==> src/hw/lskm_pkg.sv <==
// package for the lvds skew probe multiplexer
// assumes a register write port inside the serial configuration block
package lskm_pkg;
  // ************************************************************
  // register map and fields
  // ************************************************************
  localparam logic [7:0] CTRL_OFFSET   = 8'h18;
  localparam logic [7:0] CTRL_RESET    = 8'h00;
  localparam int         SEL_BIT       = 0;
  localparam int         ADDR_LSB      = 1;
  localparam int         ADDR_MSB      = 5;
  localparam int         EN_BIT        = 6;
  // ************************************************************
  // address landmarks
  // ************************************************************
  localparam logic [4:0] ADDR_CLOCK    = 5'h0f;
  localparam logic [4:0] ADDR_B_TOP    = 5'h10;
  localparam logic [4:0] ADDR_B_FIRST  = 5'h11;
  localparam int         PORT_W        = 16;
endpackage

==> src/hw/lskm_probe_mux.sv <==
// lvds skew probe multiplexer: control register and signal selection
// assumes register writes arrive as a one-cycle strobe synchronous to ref_clk
`timescale 1ns/1ps
`default_nettype none

// ************************************************************
// probe multiplexer
// ************************************************************
// Function
// the control register holds select at bit 0, address at bits 5:1, enable at bit 6.
// a signal reaches the test output only while enable is set; the address picks the pair.
// select 0 gives the first signal as is, select 1 the second signal inverted.
// software keeps the temperature diode disabled while the probe is enabled.
// address 0 gives port A bit top-1, or port A top bit inverted.
// addresses 1 to 14 step port A down one bit each, paired with the bit above inverted.
// address 15 gives the data clock, or port A bit 0 inverted on the widest variant.
// address 16 gives port B top bit, or the data clock inverted.
// addresses 17 to 31 step port B down, ending at bit 0 with bit 1 inverted.
// narrower variants shift the map down; addresses past the port select nothing.
// the control register resets to zero.
// software compares only the two signals of one address and like edges.
// software keeps the probe disabled in normal operation.
// unused combinations leave the test output undriven while writes still store.
module lskm_probe_mux #(
  parameter int DATA_W = 16
) (
  input  wire logic              ref_clk,
  input  wire logic              rst_n,
  input  wire logic              reg_wr_en,
  input  wire logic [7:0]        reg_addr,
  input  wire logic [7:0]        reg_wr_data,
  output logic      [7:0]        reg_rd_data,
  input  wire logic [DATA_W-1:0] port_a_lvds_bus,
  input  wire logic [DATA_W-1:0] port_b_lvds_bus,
  input  wire logic              lvds_data_clock_in,
  output logic                   test_output_pair,
  output logic                   test_output_oe
);

  logic [7:0] ctrl_reg;
  logic [7:0] ctrl_next;
  logic       ctrl_hit;
  logic       probe_pair_select;
  logic [4:0] probe_pair_address;
  logic       probe_mux_enable;

  // register write decode
  assign ctrl_hit  = reg_wr_en && (reg_addr == lskm_pkg::CTRL_OFFSET);
  assign ctrl_next = ctrl_hit ? {1'b0, reg_wr_data[6:0]} : ctrl_reg;

  // control register; bit 7 has no function and reads zero
  always_ff @(posedge ref_clk or negedge rst_n) begin
    if (!rst_n) begin
      ctrl_reg <= lskm_pkg::CTRL_RESET;
    end else begin
      ctrl_reg <= ctrl_next;
    end
  end

  // field extraction
  assign probe_pair_select  = ctrl_reg[lskm_pkg::SEL_BIT];
  assign probe_pair_address = ctrl_reg[lskm_pkg::ADDR_MSB:lskm_pkg::ADDR_LSB];
  assign probe_mux_enable   = ctrl_reg[lskm_pkg::EN_BIT];
  assign reg_rd_data        = (reg_addr == lskm_pkg::CTRL_OFFSET) ? ctrl_reg : 8'h00;

  // ************************************************************
  // selection
  // ************************************************************
  // first signal index for a port step: address offset from port top
  function automatic logic [5:0] first_idx(input logic [4:0] step);
    first_idx = 6'(DATA_W - 2) - {1'b0, step};
  endfunction

  logic [4:0] step_a;
  logic [4:0] step_b;
  logic [5:0] idx_a;
  logic [5:0] idx_b;
  logic       in_a;
  logic       in_b;
  logic       sel_valid;
  logic       sel_value;

  // port A covers 0..14, port B 17..31 (step 0 means top-1 with top inverted)
  assign in_a   = (probe_pair_address < lskm_pkg::ADDR_CLOCK);
  assign in_b   = (probe_pair_address >= lskm_pkg::ADDR_B_FIRST);
  assign step_a = probe_pair_address;
  assign step_b = probe_pair_address - lskm_pkg::ADDR_B_FIRST;
  assign idx_a  = first_idx(step_a);
  assign idx_b  = first_idx(step_b);

  // selection; a negative first index wraps high so the range checks fail
  always_comb begin
    sel_valid = 1'b0;
    sel_value = 1'b0;
    if (in_a) begin
      if (!probe_pair_select && idx_a < 6'(DATA_W)) begin
        sel_valid = 1'b1;
        sel_value = port_a_lvds_bus[idx_a[3:0]];
      end else if (probe_pair_select && (idx_a + 6'h01) < 6'(DATA_W)) begin
        sel_valid = 1'b1;
        sel_value = ~port_a_lvds_bus[4'(idx_a + 6'h01)];
      end
    end else if (probe_pair_address == lskm_pkg::ADDR_CLOCK) begin
      if (!probe_pair_select) begin
        sel_valid = 1'b1;
        sel_value = lvds_data_clock_in;
      end else if (DATA_W == lskm_pkg::PORT_W) begin
        sel_valid = 1'b1;
        sel_value = ~port_a_lvds_bus[0];
      end
    end else if (probe_pair_address == lskm_pkg::ADDR_B_TOP) begin
      sel_valid = 1'b1;
      sel_value = probe_pair_select ? ~lvds_data_clock_in : port_b_lvds_bus[DATA_W-1];
    end else if (in_b) begin
      if (!probe_pair_select && idx_b < 6'(DATA_W)) begin
        sel_valid = 1'b1;
        sel_value = port_b_lvds_bus[idx_b[3:0]];
      end else if (probe_pair_select && (idx_b + 6'h01) < 6'(DATA_W)) begin
        sel_valid = 1'b1;
        sel_value = ~port_b_lvds_bus[4'(idx_b + 6'h01)];
      end
    end
  end

  // output stage is combinational: the probe must follow edge timing, not the clock
  assign test_output_oe   = probe_mux_enable && sel_valid;
  assign test_output_pair = test_output_oe ? sel_value : 1'b0;

  // ************************************************************
  // check helpers
  // ************************************************************
  // map end points worked out from the width alone, kept apart from first_idx
  // so that a slip in the selection arithmetic shows here instead of being copied
  // the inverted end point of port B falls past the field on the widest variant
  localparam int A_ZERO_SEL0 = DATA_W - 2;   // port A bit 0, first signal
  localparam int A_ZERO_SEL1 = DATA_W - 1;   // port A bit 0 inverted
  localparam int B_ZERO_SEL0 = DATA_W + 15;  // port B bit 0, first signal
  localparam int B_ZERO_SEL1 = DATA_W + 16;  // port B bit 0 inverted

  logic [5:0] chk_addr;
  logic       chk_plain;
  logic       chk_inv;

  // enable qualified views of the stored setting
  assign chk_addr  = {1'b0, probe_pair_address};
  assign chk_plain = probe_mux_enable && !probe_pair_select;
  assign chk_inv   = probe_mux_enable && probe_pair_select;

  // ************************************************************
  // checks
  // ************************************************************
  a_disabled_quiet: assert property (@(posedge ref_clk) disable iff (!rst_n)
    !probe_mux_enable |-> !test_output_oe && !test_output_pair) else $error("probe driven while disabled");
  a_write_stores: assert property (@(posedge ref_clk) disable iff (!rst_n)
    ctrl_hit |=> ctrl_reg[6:0] == $past(reg_wr_data[6:0])) else $error("write not stored");
  a_clock_pick: assert property (@(posedge ref_clk) disable iff (!rst_n)
    (probe_mux_enable && probe_pair_address == 5'h0f && !probe_pair_select)
      |-> test_output_pair == lvds_data_clock_in) else $error("clock address wrong");
  a_clock_inv: assert property (@(posedge ref_clk) disable iff (!rst_n)
    (probe_mux_enable && probe_pair_address == 5'h10 && probe_pair_select)
      |-> test_output_oe && test_output_pair == !lvds_data_clock_in) else $error("inverted clock wrong");
  a_b_top: assert property (@(posedge ref_clk) disable iff (!rst_n)
    (probe_mux_enable && probe_pair_address == 5'h10 && !probe_pair_select)
      |-> test_output_pair == port_b_lvds_bus[DATA_W-1]) else $error("port b top wrong");
  a_a_top_inv: assert property (@(posedge ref_clk) disable iff (!rst_n)
    (probe_mux_enable && probe_pair_address == 5'h00 && probe_pair_select)
      |-> test_output_pair == !port_a_lvds_bus[DATA_W-1]) else $error("port a top wrong");
  a_b_last: assert property (@(posedge ref_clk) disable iff (!rst_n)
    (DATA_W == 16 && probe_mux_enable && probe_pair_address == 5'h1f && probe_pair_select)
      |-> test_output_pair == !port_b_lvds_bus[1]) else $error("port b last wrong");
  a_a_step: assert property (@(posedge ref_clk) disable iff (!rst_n)
    (DATA_W == 16 && probe_mux_enable && probe_pair_address == 5'h09 && !probe_pair_select)
      |-> test_output_pair == port_a_lvds_bus[5]) else $error("port a step wrong");
  a_reset_zero: assert property (@(posedge ref_clk)
    $rose(rst_n) |-> ctrl_reg == 8'h00 || $past(ctrl_hit)) else $error("reset value wrong");

  // ************************************************************
  // register checks
  // ************************************************************

  // bit 7 has no storage, so a write of ones must never show there
  a_bit7_zero: assert property (@(posedge ref_clk) disable iff (!rst_n)
    !ctrl_reg[7])
    else $error("unused bit set");

  // writes to any other address leave the setting alone
  a_foreign_write: assert property (@(posedge ref_clk) disable iff (!rst_n)
    (reg_wr_en && reg_addr != lskm_pkg::CTRL_OFFSET) |=> $stable(ctrl_reg))
    else $error("foreign write stored");

  // without a strobe the setting holds, so the probe never drifts mid-measurement
  a_idle_hold: assert property (@(posedge ref_clk) disable iff (!rst_n)
    !reg_wr_en |=> $stable(ctrl_reg))
    else $error("setting drifted");

  // other addresses read as zero
  a_read_other: assert property (@(posedge ref_clk) disable iff (!rst_n)
    reg_addr != lskm_pkg::CTRL_OFFSET |-> reg_rd_data == 8'h00)
    else $error("other address reads nonzero");

  // the control address reads the stored setting
  a_read_ctrl: assert property (@(posedge ref_clk) disable iff (!rst_n)
    reg_addr == lskm_pkg::CTRL_OFFSET |-> reg_rd_data == ctrl_reg)
    else $error("control readback wrong");

  // ************************************************************
  // map checks
  // ************************************************************

  // first row of port A
  a_a_first: assert property (@(posedge ref_clk) disable iff (!rst_n)
    (chk_plain && chk_addr == 6'h00) |-> test_output_oe && test_output_pair == port_a_lvds_bus[DATA_W-2])
    else $error("port a first wrong");

  // one step down port A, inverted side
  a_a_next_inv: assert property (@(posedge ref_clk) disable iff (!rst_n)
    (chk_inv && chk_addr == 6'h01) |-> test_output_oe && test_output_pair == !port_a_lvds_bus[DATA_W-2])
    else $error("port a step inverted wrong");

  // middle of the port A staircase
  a_a_mid: assert property (@(posedge ref_clk) disable iff (!rst_n)
    (chk_plain && chk_addr == 6'h05) |-> test_output_oe && test_output_pair == port_a_lvds_bus[DATA_W-7])
    else $error("port a middle wrong");

  // port A bit 0 as first signal, on every variant
  a_a_zero_plain: assert property (@(posedge ref_clk) disable iff (!rst_n)
    (chk_plain && int'(chk_addr) == A_ZERO_SEL0) |-> test_output_oe && test_output_pair == port_a_lvds_bus[0])
    else $error("port a bit 0 wrong");

  // port A bit 0 inverted; on the widest variant this shares the clock address
  a_a_zero_inv: assert property (@(posedge ref_clk) disable iff (!rst_n)
    (chk_inv && int'(chk_addr) == A_ZERO_SEL1) |-> test_output_oe && test_output_pair == !port_a_lvds_bus[0])
    else $error("port a bit 0 inverted wrong");

  // addresses below the clock but past port A bit 0 route nothing
  a_a_past_end: assert property (@(posedge ref_clk) disable iff (!rst_n)
    (probe_mux_enable && chk_addr < 6'h0f && int'(chk_addr) > A_ZERO_SEL1) |-> !test_output_oe)
    else $error("port a past end driven");

  // the inverted half of the clock address exists only on the widest variant
  a_clock_gap: assert property (@(posedge ref_clk) disable iff (!rst_n)
    (DATA_W != lskm_pkg::PORT_W && chk_inv && chk_addr == 6'h0f) |-> !test_output_oe)
    else $error("clock gap driven");

  // the clock address drives its first signal
  a_clock_plain_oe: assert property (@(posedge ref_clk) disable iff (!rst_n)
    (chk_plain && chk_addr == 6'h0f) |-> test_output_oe)
    else $error("clock address not driven");

  // first row of port B
  a_b_first: assert property (@(posedge ref_clk) disable iff (!rst_n)
    (chk_plain && chk_addr == 6'h11) |-> test_output_oe && test_output_pair == port_b_lvds_bus[DATA_W-2])
    else $error("port b first wrong");

  // first row of port B, inverted side
  a_b_first_inv: assert property (@(posedge ref_clk) disable iff (!rst_n)
    (chk_inv && chk_addr == 6'h11) |-> test_output_oe && test_output_pair == !port_b_lvds_bus[DATA_W-1])
    else $error("port b first inverted wrong");

  // port B bit 0 as first signal
  a_b_zero_plain: assert property (@(posedge ref_clk) disable iff (!rst_n)
    (chk_plain && int'(chk_addr) == B_ZERO_SEL0) |-> test_output_oe && test_output_pair == port_b_lvds_bus[0])
    else $error("port b bit 0 wrong");

  // port B bit 0 inverted, reachable only on narrower variants
  a_b_zero_inv: assert property (@(posedge ref_clk) disable iff (!rst_n)
    (chk_inv && int'(chk_addr) == B_ZERO_SEL1) |-> test_output_oe && test_output_pair == !port_b_lvds_bus[0])
    else $error("port b bit 0 inverted wrong");

  // addresses past port B bit 0 route nothing
  a_b_past_end: assert property (@(posedge ref_clk) disable iff (!rst_n)
    (probe_mux_enable && int'(chk_addr) > B_ZERO_SEL1) |-> !test_output_oe)
    else $error("port b past end driven");

  // ************************************************************
  // output checks
  // ************************************************************

  // an undriven output rests low so a stale level cannot be mistaken for a signal
  a_quiet_level: assert property (@(posedge ref_clk) disable iff (!rst_n)
    !test_output_oe |-> !test_output_pair)
    else $error("undriven output not low");

  // an enabled pair at address 16 is driven
  a_enable_drives: assert property (@(posedge ref_clk) disable iff (!rst_n)
    (probe_mux_enable && chk_addr == 6'h10) |-> test_output_oe)
    else $error("enabled probe not driven");

  // main scenarios; the bench reaches all but c_unused on the 16-bit variant

  c_enable: cover property (@(posedge ref_clk) disable iff (!rst_n) $rose(test_output_oe));
  c_clock: cover property (@(posedge ref_clk) disable iff (!rst_n)
    probe_mux_enable && probe_pair_address == 5'h10);
  c_unused: cover property (@(posedge ref_clk) disable iff (!rst_n)
    probe_mux_enable && !sel_valid);
  c_inverted: cover property (@(posedge ref_clk) disable iff (!rst_n)
    chk_inv && test_output_oe);
  c_a_bottom: cover property (@(posedge ref_clk) disable iff (!rst_n)
    chk_plain && int'(chk_addr) == A_ZERO_SEL0);

endmodule
`default_nettype wire

==> config.mk <==
export PLATFORM = sky130hd
export DESIGN_NAME = lskm_probe_mux
export DESIGN_NICKNAME = d
export VERILOG_FILES = /design/src/hw/lskm_pkg.sv /design/src/hw/lskm_probe_mux.sv
export SDC_FILE = /design/constraint.sdc
export NUM_CORES = 1
export LEC_CHECK = 0
export BUFFER_PORTS_ARGS = -buffer_cell sky130_fd_sc_hd__buf_2
export CAP_MARGIN = 20
export CORE_ASPECT_RATIO = 1.2
export CORE_MARGIN = 2
export CORE_UTILIZATION = 25
export CTS_CLUSTER_SIZE = 20
export DETAILED_ROUTE_END_ITERATION = 10
export GPL_TIMING_DRIVEN = 0
export PLACE_DENSITY_LB_ADDON = 0.2
export SLEW_MARGIN = 20
export SYNTH_ARGS = -nofsm -noshare
export SYNTH_HDL_FRONTEND = slang
export SYNTH_SLANG_ARGS = --single-unit
==> constraint.sdc <==
create_clock -name ref_clk -period 2.9 [get_ports ref_clk]
set_clock_uncertainty 0.2 [all_clocks]
set_input_delay 0.29 -clock ref_clk [delete_from_list [all_inputs] [get_ports ref_clk]]
set_output_delay 0.29 -clock ref_clk [all_outputs]
set_load 0.01 [all_outputs]
==> results of run 1 <==
-- per-layer routing --
layer | wire [µm] | up-vias
met2 | 2440 | 27
met5 | 0 | -
met4 | 57 | 0
met3 | 129 | 6
met1 | 2001 | 746
li1 | - | 745
-- power groups by stage --
stage	Clock, W	Combinational (W)	Sequential, W
5_1_grt	0.000146	0.000351	0.000108
2_1_floorplan	0	0.000199	0.000108
6_report	0.000135	0.000323	0.000107
3_5_place_dp	0	0.000278	0.000109
4_1_cts	0.000140	0.000298	0.000107
3_3_place_gp	0	0.000280	0.000109
-- worst max-delay path, delay by kind of cell (launching register included) --
kind                     cells  cell delay [ns]
buffers and inverters        6             0.73
AND/OR/NAND/NOR              2             0.61
flip-flops                   1             0.39
adder cells (fa/ha/maj)      1             0.22
AO/OA/AOI/OAI                1             0.22
multiplexers                 1             0.20
XOR/XNOR                     1             0.16
-- layout make-up --
class | instances | area [µm²] | area share [%]
Multi-Input combinational cell | 125 | 1217 | 57.68
Timing Repair Buffer | 74 | 417.9 | 19.80
Sequential cell | 7 | 175.2 | 8.299
Buffer | 16 | 127.6 | 6.046
Tap cell | 80 | 100.1 | 4.742
Clock buffer | 4 | 45.04 | 2.134
Inverter | 4 | 27.53 | 1.304
-- through the flow --
step	hold slack [ns]	area (µm²)	TNS (ns)	worst slack, ns
after CTS	0.09565	2041	-0.4643	-0.4206
after detailed placement	-0.06776	1912	-0.6146	-0.4018
after floorplan	-0.2056	1516	0	0.001186
final	0.09829	2111	-0.3616	-0.3616
after global placement	-0.06859	1912	-0.6580	-0.4253
after global routing	0.09761	2111	-0.4601	-0.4601
-- what timing repair did --
item                                    CTS  global route
pin swaps                                 2             6
endpoints found under the hold margin     7             0
endpoints found under the setup margin    2             2
gates resized for setup                   9             9
setup buffers                             6             8
hold buffers                              1             0
-- how the worst max path moves through the flow --
stage,startpoint,to,cells after the start
after floorplan,ctrl_reg[1],test_output_pair,11
after global placement,ctrl_reg[1],test_output_pair,12
after detailed placement,ctrl_reg[1],test_output_pair,12
after CTS,ctrl_reg[1],test_output_pair,12
after global routing,ctrl_reg[1],test_output_pair,12
final,ctrl_reg[1],test_output_pair,12
-- logic make-up (layout without fill, tap and decap cells) --
logic type	after synthesis	count (layout)	share of synthesized area, %
AOI/OAI and AO/OA	32	32	16.00
other	1	1	0.2538
adders and majority gates	5	5	4.234
muxes	29	29	32.18
xor gates and xnor gates	6	6	4.996
DFF	7	7	11.85
and+or+nand+nor	52	52	21.42
buffers and inverters	21	98	9.060
-- cell usage after synthesis (2+ instances only) --
cell type / n
mux4_2: 14
a211oi_1: 3
nor4b_1: 2
inv_1: 4
nor2_1: 5
o211ai_1: 2
clkbuf_1: 2
o311ai_0: 2
nand2_1: 7
mux2i_1: 7
nor3_1: 8
o21a_1: 2
o31a_1: 2
a21oi_1: 4
ha_1: 5
o31ai_1: 2
buf_2: 8
o21ai_1: 2
nor2b_1: 2
a32oi_1: 2
a31oi_1: 3
nand2b_1: 5
mux2_2: 8
nand3_1: 3
xnor2_1: 4
buf_4: 3
dfrtp_1: 7
and2_1: 10
o22ai_1: 2
nor3b_1: 2
and4b_1: 2
buf_6: 3
-- placed cells by master, fill, tap and decap left out, drive strengths merged, types with 4 or more instances in the layout --
master | synthesis | routed
mux2i | 7 | 7
dfrtp | 7 | 7
xnor2 | 5 | 5
ha | 5 | 5
and2 | 10 | 10
mux4 | 14 | 14
a21oi | 4 | 4
nand2 | 7 | 7
nor3 | 9 | 9
nand2b | 5 | 5
mux2 | 8 | 8
nor2 | 5 | 5
buf | 15 | 87
clkbuf | 2 | 6
==> out/results.txt, run 1 <==
outcome: complete, but fails checks
failing checks: setup timing
worst r2r src: ctrl_reg[1]
DP Wirelength: 3.491 mm
Pwr Total: 0.0005658 W
GRT Total Usage: 13.97%
GR Layer Usage met1: 17.39%
Filler Cell Count: 589
syn nets: 210
maximum clock rate: 0.3066 GHz
Leakage Power: 0.9500 nW
Setup crit end kind: output port
met3 usage: 1.139%
Nets: 288
switching power share of the total: 33.62%
CTS Sinks: 7
Mapped Cells: 153
dominant synthesized flop cell: dfrtp_1
critical-path cell list: buf_8 > buf_12 > clkinv_8 > ha_4 > buf_6 > buf_6 > nor3_4 > xnor2_2 > mux2i_1 > or3b_4 > a311oi_2 > buf_2
WL final: 4.627 mm
die width: 74.18 µm
synthesized area: 1478 µm²
Yosys reg bits: 7
sequential power share: 19.0%
Initial DRT Pass Iterations: 6
Reg clk slew, reported paths: 0.04 ns
worst setup slack after layout: -0.3616 ns
Vias per Instance: 4.916
CTS tree: done
Seq/Total Area, Yosys: 11.85%
Core Area: 5668 µm²
Setup violations, final: 1
ANT cells: 0
first-pass GRT wire length: 7.065 mm
Yosys top cell by area: mux4_2
Critical Path RT: 2.41 ns
GRT Max-Usage Layer: met2
HP Start: reg_wr_data[6]
DRT iter0 DRCs: 92
largest net degree at the start of global routing: 11
slowest cell on the critical path: dfrtp_1
Post-synth EDFFs: 0
IO Pins: 62
Worst R2R End: ctrl_reg[1]
GRT overflow: 0
Worst-Skew Late Latency: 0.22 ns
final non-filler cell total: 310
Hold Path Stages: 2
CTS Buffer Depth: 2
die height: 88.22 µm
placed cells: 292
Synth top area share: 21.34%
ys async rst share: 100.0%
Worst EP arrival: 2.77 ns
power per cell area: 268.1 nW/µm²
crit path time final: 3.262 ns
clock buffer count from CTS: 3
DRC viols: 0
initial antenna violation count: 0
Unique masters post-synth: 48
Cell Rows: 30
DR vias: 1524
synth-to-layout area growth: 42.84%
VDD IR max: 0.09079 mV
clock power share: 23.9%
Tcrit/Tclk final: 112.5%
Critical Path Max Stage Delay: 0.39 ns
internal power: 0.0003756 W
max reg flops: 7
syn_area_per_cell: 9.658 µm²
Combinational Power Share: 57.1%
Initial Utilization: 26.07%
RSZ-0062 raised after global routing: true
max cap viols: 0
Crit Path Max Fanout: 6
Root Driver: clkbuf_8
r2r worst-path depth: 5
die area: 6544 µm²
Final ANT Viol Nets: 0
# H-tree levels: 1
Buffers on Ports: 59
ratio of cells with drive above 1 in the final layout: 53.91%
Slew Viols, Final: 0
Synth area leaders: mux4_2 21%, dfrtp_1 12%, mux2_2 6.1%
worst reg-to-reg setup slack: 1.25 ns
type of the worst min-delay path: input port to flip-flop
RD Place Congestion: 0.7921
final cell utilization of the core: 37.24%
net load switching power: 0.0001902 W
vias in the first global route: 1434
Fin. Hold Viols: 0
met2 Usage GRT: 24.84%
Setup Crit Path Kind: flip-flop to output port
crit start category: flip-flop
Top cell by count, worst path: buf_6
YS warnings: 0
Routed WL per cell: 14.93 µm
Hold Path Sink: ctrl_reg[6]
(Power assumes the default switching activity.)
==> inputs of run 2 (changes only) <==
CORE_MARGIN = not set   (was 2)
REMOVE_ABC_BUFFERS = 1   (was not set)
==> run 2 against run 1 <==
The run still ends with setup timing left. Critical path depth is 2 lower. Wire length is 12% lower. Sequential cell count stayed put. Sequential share of layout area is 0.72 points higher. Utilization is 1.5 points lower. Critical endpoint unchanged. Highest routed layer unchanged.
==> out/results.txt, run 2 (synthesized netlist as in run 1, its figures left out) <==
Leakage Power: 0.8719 nW (-8.2%)
Core Area: 5668 µm² (unchanged)
RD Place Congestion: 0.6972 (-12%)
DR vias: 1475 (-3.2%)
Setup crit end kind: output port
most common cell after layout, fill and taps aside: buf_2
most frequent cells in the layout: 59 x buf_2, 14 x mux4_2, 14 x buf_4
Worst-Skew Late Latency: 0.22 ns (about the same)
Tcrit/Tclk final: 109.7% (-2.7 points)
Vias per Instance: 4.966 (+1.0%)
sequential power share: 22.5% (+3.5 points)
Nets: 275 (-4.5%)
ratio of cells with drive above 1 in the final layout: 53.92% (about the same)
max reg flops: 7 (unchanged)
Routed WL per cell: 13.77 µm (-7.7%)
Setup Crit Path Kind: flip-flop to output port
DRT iter0 DRCs: 91 (-1.1%)
CTS Sinks: 7 (unchanged)
vias in the first global route: 1477 (+3.0%)
Combinational Power Share: 52.5% (-4.6 points)
VDD IR max: 0.09357 mV (+3.1%)
Slew @ Worst Pin: 0.5113 ns
Final ANT Viol Nets: 0 (unchanged)
outcome: complete, but fails checks
Initial DRT Pass Iterations: 4 (-2)
Buffers on Ports: 59 (unchanged)
worst setup slack after layout: -0.2824 ns (+0.07923 ns)
ANT cells: 0 (unchanged)
synth-to-layout area growth: 37.09%
Crit Path Max Fanout: 8 (+2)
clock power share: 25.0% (+1.1 points)
Reg clk slew, reported paths: 0.04 ns (about the same)
failing checks: setup timing
DRC viols: 0 (unchanged)
type of the worst min-delay path: input port to flip-flop
Slew headroom: 65.92%
die width: 72.18 µm (-2.7%)
register area: 182.7 µm² (+4.3%)
Critical Path RT: 2.41 ns (about the same)
initial antenna violation count: 0 (unchanged)
first-pass GRT wire length: 6.837 mm (-3.2%)
crit start category: flip-flop
Cell Rows: 30 (unchanged)
final cell utilization of the core: 35.74% (-1.5 points)
net load switching power: 0.0001763 W (-7.3%)
Filler Cell Count: 599 (+1.7%)
GRT Total Usage: 13.69% (-0.28 points)
Setup violations, final: 1 (unchanged)
max cap viols: 0 (unchanged)
crit path time final: 3.182 ns (-0.07923 ns)
IO Pins: 62 (unchanged)
switching power share of the total: 32.68% (-0.94 points)
GRT overflow: 0 (unchanged)
# H-tree levels: 1 (unchanged)
DP Wirelength: 2.806 mm (-20%)
Worst EP arrival: 2.69 ns (-0.08 ns)
die height: 86.22 µm (-2.3%)
Slew Viols, Final: 0 (unchanged)
Met2 Wirelength: 2.215 mm (-9.2%)
Multi-input gate area: 1210 µm² (-0.62%)
met1 wire length: 1.751 mm (-12%)
top routing layer used: met4
WHS: 0.09651 ns (-0.001781 ns)
die area: 6223 µm² (-4.9%)
clock buffer count from CTS: 3 (unchanged)
largest net degree at the start of global routing: 27 (+16)
maximum clock rate: 0.3142 GHz (+2.5%)
Fin. Hold Viols: 0 (unchanged)
Pwr Total: 0.0005394 W (-4.7%)
CTS tree: done
RSZ-0062 raised after global routing: true
WL final: 4.090 mm (-12%)
internal power: 0.0003631 W (-3.3%)
met3 routed WL: 96 µm (-26%)
Root Driver: clkbuf_8
CTS Buffer Depth: 2 (unchanged)
Initial Utilization: 26.07% (unchanged)
power per cell area: 266.3 nW/µm² (-0.66%)
run 2: changes by cell type in the layout (fill, tap and decap cells not counted), moves of 2 or more:
cell,before,now
dfrtp_1,7,3
buf_4,16,14
dfrtp_2,0,3
buf_2,66,59
clkbuf_1,3,1
run 2: timing repair:
| item | CTS | global route |
|---|---|---|
| resized for setup | 11 | 4 |
| endpoints found under the hold margin | 7 | 0 |
| endpoints found under the setup margin | 2 | 2 |
| pin swaps | 5 | 1 |
| buffers inserted | 14 | 2 |
| hold buffers | 1 | 0 |
run 2: power groups by stage:
stage / sequential [W] / clock [W] / combinational (W)
3_3_place_gp: 0.000130 / 0 / 0.000224
3_5_place_dp: 0.000130 / 0 / 0.000231
5_1_grt: 0.000123 / 0.000146 / 0.000312
6_report: 0.000121 / 0.000135 / 0.000283
4_1_cts: 0.000121 / 0.000137 / 0.000279
2_1_floorplan: 0.000121 / 0 / 0.000161
run 2: stage by stage:
step / instance area (µm²) / std cells / setup WS (ns) / TNS (ns)
detailed placement: 1783 / 276 / -1.137 / -1.870
global route: 2026 / 297 / -0.3820 / -0.4979
finish: 2026 / 297 / -0.2824 / -0.2824
CTS: 1993 / 295 / -0.2791 / -0.2791
floorplan: 1359 / 136 / -1.140 / -1.895
global placement: 1754 / 275 / -2.025 / -3.677
run 2: layout make-up:
type | instances | share of cell area, %
multi-input combinational | 125 | 59.73
timing repair buffer | 77 | 23.16
sequential | 7 | 9.018
tap | 80 | 4.941
clock buffer | 4 | 2.224
inverter | 4 | 0.9265
run 2: worst max-delay path, cell delays in order, from the launching register on:
cell	delay (ns)
dfrtp_4	0.49
clkinvlp_4	0.13
ha_4	0.24
buf_16	0.15
mux4_2	0.33
and2_4	0.14
o22ai_2	0.05
mux2i_1	0.14
or3b_4	0.40
a311oi_2	0.22
buf_2	0.17
run 2: metal layers:
metal,track usage (%),up-vias
met5,0,-
met4,2.674,0
met3,1.047,4
met2,26.68,29
li1,-,720
met1,16.11,722
run 2: path summary, 6_finish.rpt:
check | startpoint | end | slack, ns | cells past startpoint
setup / recovery | ctrl_reg[1] | test_output_pair | -0.28 | 10
hold / removal | reg_wr_data[3] | ctrl_reg[3] | 0.1 | 2
setup reg to reg | ctrl_reg[1] | ctrl_reg[1] | 1.40 | 3
hold reg to reg | ctrl_reg[6] | ctrl_reg[6] | 0.33 | 1
max in group asynchronous | rst_n | ctrl_reg[1] | 2.09 | 2
min in group asynchronous | rst_n | ctrl_reg[3] | 0.23 | 2
